### config.mk
export PLATFORM = sky130hd
export DESIGN_NAME = ebcs_ctrl
export DESIGN_NICKNAME = d
export VERILOG_FILES = /design/src/rtl/ebcs_ctrl.v
export VERILOG_INCLUDE_DIRS = /design/src /design/src/rtl
export SDC_FILE = /design/constraint.sdc
export NUM_CORES = 1
export LEC_CHECK = 0
export ABC_CLOCK_PERIOD_IN_PS = 2900
export BUFFER_PORTS_ARGS = -buffer_cell sky130_fd_sc_hd__buf_4
export CAP_MARGIN = 20
export CORE_MARGIN = 2
export CORE_UTILIZATION = 29
export DETAILED_ROUTE_END_ITERATION = 10
export PLACE_DENSITY = 0.61
export SYNTH_ARGS = -nofsm -noshare
export SYNTH_HDL_FRONTEND = slang
export SYNTH_SLANG_ARGS = --single-unit
export TNS_END_PERCENT = 5
### constraint.sdc
create_clock -name mclk -period 2.9 [get_ports mclk]
set_input_delay 0.29 -clock mclk [delete_from_list [all_inputs] [get_ports mclk]]
set_output_delay 0.29 -clock mclk [all_outputs]
set_load 0.05 [all_outputs]
### src/rtl/ebcs_regs.vh
// constants for the external bus control strobe block
`ifndef EBCS_REGS_VH
`define EBCS_REGS_VH
`define EBCS_ST_IDLE 3'h0
`define EBCS_ST_ADDR 3'h1
`define EBCS_ST_DATA 3'h2
`define EBCS_ST_END 3'h3
`define EBCS_ST_HOLD 3'h4
`define EBCS_ADDR_W 20
`define EBCS_DATA_W 16
`define EBCS_AREA_W 4
`define EBCS_AREA_NONE 4'hF
`define EBCS_BCLK_HALF 1'h1
`define EBCS_LANE_BIT 0
`endif

### src/rtl/ebcs_ctrl.v
// external bus control strobes: bus cycle sequencer, hold and ready handling
`timescale 1ns/1ps
`include "ebcs_regs.vh"
module ebcs_ctrl #(
   parameter ADDR_W = `EBCS_ADDR_W,
   parameter DATA_W = `EBCS_DATA_W
) (
   // clock and reset
   input wire mclk,
   input wire sys_rst,
   // scheme select, high picks single strobe scheme
   input wire single_strobe_mode,
   // request side from the core
   input wire req_valid,
   input wire req_write,
   input wire [ADDR_W-1:0] req_addr,
   input wire [DATA_W-1:0] req_wdata,
   input wire [3:0] req_area,
   output reg req_ready,
   output reg rsp_valid,
   output reg [DATA_W-1:0] rsp_rdata,
   // external bus pins
   input wire hold_req_n,
   input wire wait_req_n,
   output reg bus_clk,
   output reg ale,
   output reg rd_n,
   output reg low_lane_store_strobe_n,
   output reg high_lane_store_strobe_n,
   output reg hold_grant_n,
   output reg [3:0] area_select_lines_n,
   output reg [ADDR_W-1:0] addr_o,
   output reg addr_oe_n,
   output reg strobe_oe_n,
   input wire [DATA_W-1:0] data_i,
   output reg [DATA_W-1:0] data_o,
   output reg data_oe_n
);
   // sequencer state
   reg [2:0] state;
   reg [2:0] next_state;
   // pin synchronisers
   reg hold_s1;
   reg hold_s2;
   reg wait_s1;
   reg wait_s2;
   // direction of the cycle in flight
   reg cur_write;
   // decoded conditions
   wire hold_now;
   wire wait_now;
   wire st_idle;
   wire st_addr;
   wire st_data;
   wire st_end;
   wire take_req;
   wire enter_hold;
   wire data_done;
   wire odd_lane;

   assign hold_now = ~hold_s2;
   assign wait_now = ~wait_s2;
   assign st_idle = (state == `EBCS_ST_IDLE);
   assign st_addr = (state == `EBCS_ST_ADDR);
   assign st_data = (state == `EBCS_ST_DATA);
   assign st_end = (state == `EBCS_ST_END);
   assign take_req = st_idle & (next_state == `EBCS_ST_ADDR);
   assign enter_hold = (next_state == `EBCS_ST_HOLD);
   assign data_done = st_data & ~wait_now;
   // lane is taken from the latched address, not the live request
   assign odd_lane = addr_o[`EBCS_LANE_BIT];

   // hold pin: two flops, only the second is read
   always @(posedge mclk or posedge sys_rst) begin
      if (sys_rst) begin
         hold_s1 <= 1'h1;
         hold_s2 <= 1'h1;
      end else begin
         hold_s1 <= hold_req_n;
         hold_s2 <= hold_s1;
      end
   end

   // wait pin: two flops, costs two cycles of stretch latency
   always @(posedge mclk or posedge sys_rst) begin
      if (sys_rst) begin
         wait_s1 <= 1'h1;
         wait_s2 <= 1'h1;
      end else begin
         wait_s1 <= wait_req_n;
         wait_s2 <= wait_s1;
      end
   end

   // hold is only taken between cycles so a started transfer always completes
   always @* begin
      next_state = state;
      case (state)
         `EBCS_ST_IDLE: begin
            if (hold_now)
               next_state = `EBCS_ST_HOLD;
            else if (req_valid)
               next_state = `EBCS_ST_ADDR;
         end
         `EBCS_ST_ADDR: next_state = `EBCS_ST_DATA;
         `EBCS_ST_DATA: begin
            if (!wait_now)
               next_state = `EBCS_ST_END;
         end
         `EBCS_ST_END: next_state = `EBCS_ST_IDLE;
         `EBCS_ST_HOLD: begin
            if (!hold_now)
               next_state = `EBCS_ST_IDLE;
         end
         default: next_state = `EBCS_ST_IDLE;
      endcase
   end

   always @(posedge mclk or posedge sys_rst) begin
      if (sys_rst) begin
         state <= `EBCS_ST_IDLE;
      end else begin
         state <= next_state;
      end
   end

   // free-running bus clock at half the core clock
   always @(posedge mclk or posedge sys_rst) begin
      if (sys_rst) begin
         bus_clk <= 1'h0;
      end else begin
         bus_clk <= bus_clk ^ `EBCS_BCLK_HALF;
      end
   end

   // one-cycle latch pulse while the address is first put out
   always @(posedge mclk or posedge sys_rst) begin
      if (sys_rst) begin
         ale <= 1'h0;
      end else if (take_req) begin
         ale <= 1'h1;
      end else if (st_addr) begin
         ale <= 1'h0;
      end
   end

   always @(posedge mclk or posedge sys_rst) begin
      if (sys_rst) begin
         rd_n <= 1'h1;
      end else if (st_addr && !cur_write) begin
         rd_n <= 1'h0;
      end else if (data_done) begin
         rd_n <= 1'h1;
      end
   end

   // in the single scheme this pin is the one store strobe
   always @(posedge mclk or posedge sys_rst) begin
      if (sys_rst) begin
         low_lane_store_strobe_n <= 1'h1;
      end else if (st_addr && cur_write) begin
         if (single_strobe_mode) begin
            low_lane_store_strobe_n <= 1'h0;
         end else begin
            low_lane_store_strobe_n <= odd_lane;
         end
      end else if (data_done) begin
         low_lane_store_strobe_n <= 1'h1;
      end
   end

   // in the single scheme this pin is the upper lane enable, for reads too
   always @(posedge mclk or posedge sys_rst) begin
      if (sys_rst) begin
         high_lane_store_strobe_n <= 1'h1;
      end else if (st_addr && (cur_write || single_strobe_mode)) begin
         if (single_strobe_mode) begin
            high_lane_store_strobe_n <= ~odd_lane;
         end else begin
            high_lane_store_strobe_n <= ~odd_lane;
         end
      end else if (data_done) begin
         high_lane_store_strobe_n <= 1'h1;
      end
   end

   // grant and release follow the state being entered, so they move together
   always @(posedge mclk or posedge sys_rst) begin
      if (sys_rst) begin
         hold_grant_n <= 1'h1;
         addr_oe_n <= 1'h0;
         strobe_oe_n <= 1'h0;
      end else begin
         hold_grant_n <= ~enter_hold;
         addr_oe_n <= enter_hold;
         strobe_oe_n <= enter_hold;
      end
   end

   // selects stay low through any wait stretch, cleared at cycle end
   always @(posedge mclk or posedge sys_rst) begin
      if (sys_rst) begin
         area_select_lines_n <= `EBCS_AREA_NONE;
      end else if (take_req) begin
         area_select_lines_n <= ~req_area;
      end else if (st_end) begin
         area_select_lines_n <= `EBCS_AREA_NONE;
      end
   end

   always @(posedge mclk or posedge sys_rst) begin
      if (sys_rst) begin
         addr_o <= {ADDR_W{1'b0}};
      end else if (take_req) begin
         addr_o <= req_addr;
      end
   end

   always @(posedge mclk or posedge sys_rst) begin
      if (sys_rst) begin
         data_o <= {DATA_W{1'b0}};
      end else if (take_req) begin
         data_o <= req_wdata;
      end
   end

   always @(posedge mclk or posedge sys_rst) begin
      if (sys_rst) begin
         cur_write <= 1'h0;
      end else if (take_req) begin
         cur_write <= req_write;
      end
   end

   // data held one more cycle past the strobe for hold time
   always @(posedge mclk or posedge sys_rst) begin
      if (sys_rst) begin
         data_oe_n <= 1'h1;
      end else if (st_addr && cur_write) begin
         data_oe_n <= 1'h0;
      end else if (!st_addr && !st_data) begin
         data_oe_n <= 1'h1;
      end
   end

   always @(posedge mclk or posedge sys_rst) begin
      if (sys_rst) begin
         req_ready <= 1'h0;
      end else begin
         req_ready <= take_req;
      end
   end

   // reads finish at strobe release, writes one cycle later
   always @(posedge mclk or posedge sys_rst) begin
      if (sys_rst) begin
         rsp_valid <= 1'h0;
      end else begin
         rsp_valid <= (data_done & ~cur_write) | (st_end & cur_write);
      end
   end

   // read data is taken on the same edge that raises the load strobe
   always @(posedge mclk or posedge sys_rst) begin
      if (sys_rst) begin
         rsp_rdata <= {DATA_W{1'b0}};
      end else if (data_done && !cur_write) begin
         rsp_rdata <= data_i;
      end
   end
endmodule

# --- Word-level counts from Yosys, hierarchy flattened ---
# Cells that the tools add are included.
# Widths: inputs -> output; s select.
totals:
  regBits: 74
  output_inout_bits: 67
  inputBits: 63
classes:
  eq_ne: 6
  reduce_logical: 16
  n_mux: 16
  bitwise_logic: 10
ops:
  columns: ["op", "n"]
  rows:
  - ["$mux 3", 4]
  - ["$pmux 3 s4", 1]
  - ["$reduce_bool 2->1", 6]
  - ["$mux 1", 9]
  - ["$mux 4", 2]
  - ["$eq 3x1->1 const B", 2]
  - ["$eq 3x2->1 const B", 2]
  - ["$eq 3x3->1 const B", 2]
  - ["$logic_and 1x1->1", 5]
  - ["$and 1x1->1", 4]
  - ["$not 1->1", 4]
  - ["$not 4->4", 1]
  - ["$logic_not 1->1", 3]
  - ["$logic_not 3->1", 1]
  - ["$logic_or 1x1->1", 1]
  - ["$or 1x1->1", 1]

# --- Longest topological paths before layout ---
depth:
  depth_word: 6
  mapped_depth: 5
  ltp_nobuf: 3

# --- Least setup slack after synthesis ---
# OpenSTA, ideal clock, no wires.
synth_path:
  path_type: "register to register"
  from: "register state[0]"
  to: "register addr_o[0]"
  stages_incl_launch_ff: 6
  t_arrival_ns: 1.578
  required_time_ns: 2.775
  slack_ns: 1.197
  setup_ns: 0.125
  path_cell_list: "dfrtp_1 -> buf_6 -> or4_1 -> buf_4 -> buf_6 -> mux2_4"
synth_via:
  elab_chain_len: 5
  word_cells_on_any_way: 11
synth_lines:
  columns: ["element", "line_no", "text"]
  rows:
  - ["start, declared", "ebcs_ctrl.v:40", "reg [2:0] state;"]
  - ["start signal, assigned", "ebcs_ctrl.v:121", "state <= `EBCS_ST_IDLE;"]
  - ["start signal, assigned", "ebcs_ctrl.v:123", "state <= next_state;"]
  - ["$mux 3", "ebcs_ctrl.v:102", "else if (req_valid)"]
  - ["$mux 3", "ebcs_ctrl.v:100", "if (hold_now)"]
  - ["$pmux 3 s4", "ebcs_ctrl.v:98", "case (state)"]
  - ["$eq 3x1->1 (no source line)", null, null]
  - ["$and 1x1->1 *", "ebcs_ctrl.v:67", "assign take_req = st_idle & (next_state == `EBCS_ST_ADDR);"]
  - ["end signal, assigned", "ebcs_ctrl.v:213", "addr_o <= {ADDR_W{1'b0}};"]
  - ["end signal, assigned", "ebcs_ctrl.v:215", "addr_o <= req_addr;"]
  - ["end, declared", "ebcs_ctrl.v:32", "output reg [ADDR_W-1:0] addr_o,"]
# Mark *: on every way between the ends. The rest lies on a longest branch, timed or not.
# A chain may end at the register's enable or synchronous reset.

# --- Final worst setup path ---
layout_path:
  from: "register state[1]"
  to: "register addr_o[5]"
# The elaborated chain is that of the path after synthesis.

==> run summary <==
The max-slew violation count was 0. The critical path goes through or4_2 -> buf_4 -> mux2_4. Of all nets on the critical path, the largest fanout is 44. The number of logic stages on the critical path including buffering works out to 3.

In the final timing run, aggregate negative setup slack is 0 ps. Synthesis instantiated 26 different standard cells from the library. Post-CTS repair changed the size of 0 cells. The die height works out to 104 um.

At the end of routability-driven placement, the weighted congestion stood at 0.687. Buffer depth of the longest clock path: 2. The tools report the beginning of the worst register-to-register path as state[1]. The number of hold buffers added after CTS was 0. The initial utilization of the core area, before any placement, comes to 29.8%.

For this design, the slowest cell found on the critical path is sky130_fd_sc_hd__or4_2. The largest single stage delay on the critical path is 680 ps. STA classifies the critical path startpoint as a register. The worst clock skew came out at 6.40 ps.

In this run the tool buffered the top-level ports with 129 buffer cells. The logs give 485 MHz for the maximum operating frequency and 2910 um2 for the mapped cell area. In this run the clock root is driven by a sky130_fd_sc_hd__clkbuf_8.

The total overflow left after global routing is 0. In the global route stage, overall resource usage came out at 11.6%. After the first detailed-routing iteration, the DRC count stood at 123. Max-cap violations in this run came to 0.

The logs give 0 for the number of antenna violations at the first check in global routing and 0 for the count of synthesis-stage warnings from yosys. The number of nets in the synthesized netlist is 239. In this run the remaining antenna-violating nets after routing total 0. At the end of the flow, the number of nets in the layout was 373. The run gives 0 as the number of endpoints failing setup at the final stage. Clock transition at the registers of the reported paths: 80 ps. The flow ran to the end, and the final reports show no timing, DRC or antenna violations. After detailed routing, the average wire length per cell comes to 13.5 um. The run gives 36 as the number of standard-cell rows in the floorplan.

The number of flip-flops and latches in the synthesized netlist is 74. The tools report the critical path launch point as state[1]. The finished cells cover 4240 um2. The number of global-route vias before repair was 1915; the worst reg-to-reg setup slack was 840 ps. Worst slew slack as a fraction of its limit: 46.9%. In this run the horizontal extent of the chip is 104 um. Among cell families on the critical path, the largest total delay comes from simple AND/OR/NAND/NOR gates.

The vias per cell was 4.11; the post-synthesis area per instance was 16.5 um2. Data on the critical path is required at its endpoint by 3120 ps. The worst reg-to-reg path cell count is 3. The endpoint identified for the worst register-to-register timing path is addr_o[5].

Pin placement for this block handled 130 I/O pins. The share of post-route cells with drive strength above 1 was 68.9%; the insertion delay to the later sink of the worst-skew pair was 330 ps. The number of antenna diodes in the final layout is 0. TritonCTS built the clock tree.

Data arrival time of the critical path: 2280 ps. The tools report the endpoint type of the worst setup path as a register. Number of sinks handled by clock tree synthesis: 74. Fraction of the yosys area taken by sequential cells: 64.2%. The final critical-path required period came out at 2060 ps. The routed layout has 1840 vias. The layout overhead on the synthesized area is 45.7%, and the final-report hold violation count is 0. The critical path ends at addr_o[5]. The number of setup buffers added after CTS is 0. The final HPWL from detailed placement was 4400 um.

For the core box area, the log shows 9770 um2. The first global-routing pass estimated 9940 um of wire. For the synthesized instance count, the log shows 176. In the routed design, unresolved DRC markers number 0. Classification of the worst setup path: reg -> reg. The number of buffer and inverter instances along the worst setup path was 1. The min-delay analysis places its worst path in the category in -> async. In this run the cell area measured after placement is 3990 um2. Counting the buffers created by CTS gives 9. The overall routed net length was 6050 um; the maximum level of the CTS H-tree was 3. Setup repair after global routing left no endpoint under its margin.

Entering global routing, the biggest net connects 45 pins. The final worst-path cycle share was 71.1%. The transition at the pin with the smallest max-transition slack was 796 ps; the detailed-router iteration count before antenna repair was 4. The die covers 10900 um2.
cell type report:
type                       instances  area (um2)
multi-input combinational         86         937
tap                              133         166
clock buffer                      11         151
clock inverter                     5         100
timing repair buffer             132         991
inverter                           7        27.5
sequential                        74        1870
fill                             896        5530
per-layer routing:
metal | GRT usage [%] | routed length (um)
met1 | 15.6 | 2740
met2 | 17.0 | 2740
met3 | 4.14 | 498
met4 | 4.63 | 78
met5 | 0 | 0
synth_stat cells:
cell type                   instances  share of area, %
sky130_fd_sc_hd__dfrtp_1           61                52
sky130_fd_sc_hd__mux2_4            33                17
sky130_fd_sc_hd__mux2_2            20               7.7
sky130_fd_sc_hd__dfstp_2           13                12
sky130_fd_sc_hd__inv_1              7              0.90
sky130_fd_sc_hd__nor2_1             7              0.90
sky130_fd_sc_hd__buf_6              5               1.9
sky130_fd_sc_hd__mux2i_1            5               1.7
sky130_fd_sc_hd__a21oi_1            3              0.52
sky130_fd_sc_hd__nor3b_1            3              0.77
sky130_fd_sc_hd__buf_4              2              0.52
sky130_fd_sc_hd__nand2_1            2              0.26
sky130_fd_sc_hd__o21ai_0            2              0.34
sky130_fd_sc_hd__a211oi_1           1              0.26
sky130_fd_sc_hd__a31oi_1            1              0.22
sky130_fd_sc_hd__and3b_1            1              0.30
sky130_fd_sc_hd__buf_2              1              0.17
sky130_fd_sc_hd__clkbuf_1           1              0.13
sky130_fd_sc_hd__nand2b_1           1              0.22
sky130_fd_sc_hd__nand4bb_1          1              0.39
sky130_fd_sc_hd__nor2_2             1              0.22
sky130_fd_sc_hd__nor3_1             1              0.17
sky130_fd_sc_hd__nor4bb_1           1              0.34
sky130_fd_sc_hd__or3_1              1              0.22
sky130_fd_sc_hd__or4_1              1              0.26
sky130_fd_sc_hd__xnor2_1            1              0.30
how the worst min path moves through the flow:
| stage | depth (start not counted) | to | slack [ps] |
|---|---|---|---|
| 2_1_floorplan | 0 | hold_s1 | 290 |
| 3_3_place_gp | 0 | wait_s2 | 350 |
| 3_5_place_dp | 0 | wait_s2 | 350 |
| 4_1_cts | 2 | data_o[9] | 40 |
| 5_1_grt | 1 | hold_s1 | 40 |
| 6_report | 2 | addr_o[16] | 30 |
cells in the final DEF, fill, tap and decap left out, drive strengths merged:
master / n
a211oi: 1
xnor2: 1
clkbuf: 11
or3: 1
o21ai: 2
a21oi: 3
nor2: 8
bufinv: 3
dfrtp: 61
nor4bb: 1
a31oi: 1
clkinv: 3
and3b: 1
dfstp: 13
mux2i: 5
inv: 6
nand2b: 1
or4: 1
nor3b: 3
buf: 132
nand2: 2
nor3: 1
mux2: 53
nand4bb: 1
registers in the layout, summed over array words and instances, names as in the netlist:
register                  flops
data_oe_n                     1
addr_o                       20
rsp_rdata                    16
req_ready                     1
rd_n                          1
rsp_valid                     1
bus_clk                       1
wait_s2                       1
high_lane_store_strobe_n      1
hold_grant_n                  1
cur_write                     1
ale                           1
strobe_oe_n                   1
data_o                       16
hold_s1                       1
hold_s2                       1
low_lane_store_strobe_n       1
wait_s1                       1
state                         3
area_select_lines_n           4
stage by stage:
stage	setup WS (ps)	hold WS (ps)	cells	utilization [%]
global placement	885	347	432	40.8
detailed placement	863	347	432	40.8
finish	837	31.9	448	43.4
CTS	859	41.8	448	43.4
floorplan	750	294	176	-
global route	784	41.5	448	43.4
cells by family (layout without fill, tap and decap cells):
group           count (synthesis)  count (layout)  share of synthesized area (%)
xor+xnor                        1               1                          0.301
flops                          74              74                           64.2
buf+inv                        16             155                           3.65
mux                            58              58                           26.5
compound gates                  7               7                           1.33
simple gates                   20              20                           4.04
Power is left out: the tool's default activity adds up to more than one toggle a clock period on the data nets, which glitch-free logic cannot reach.
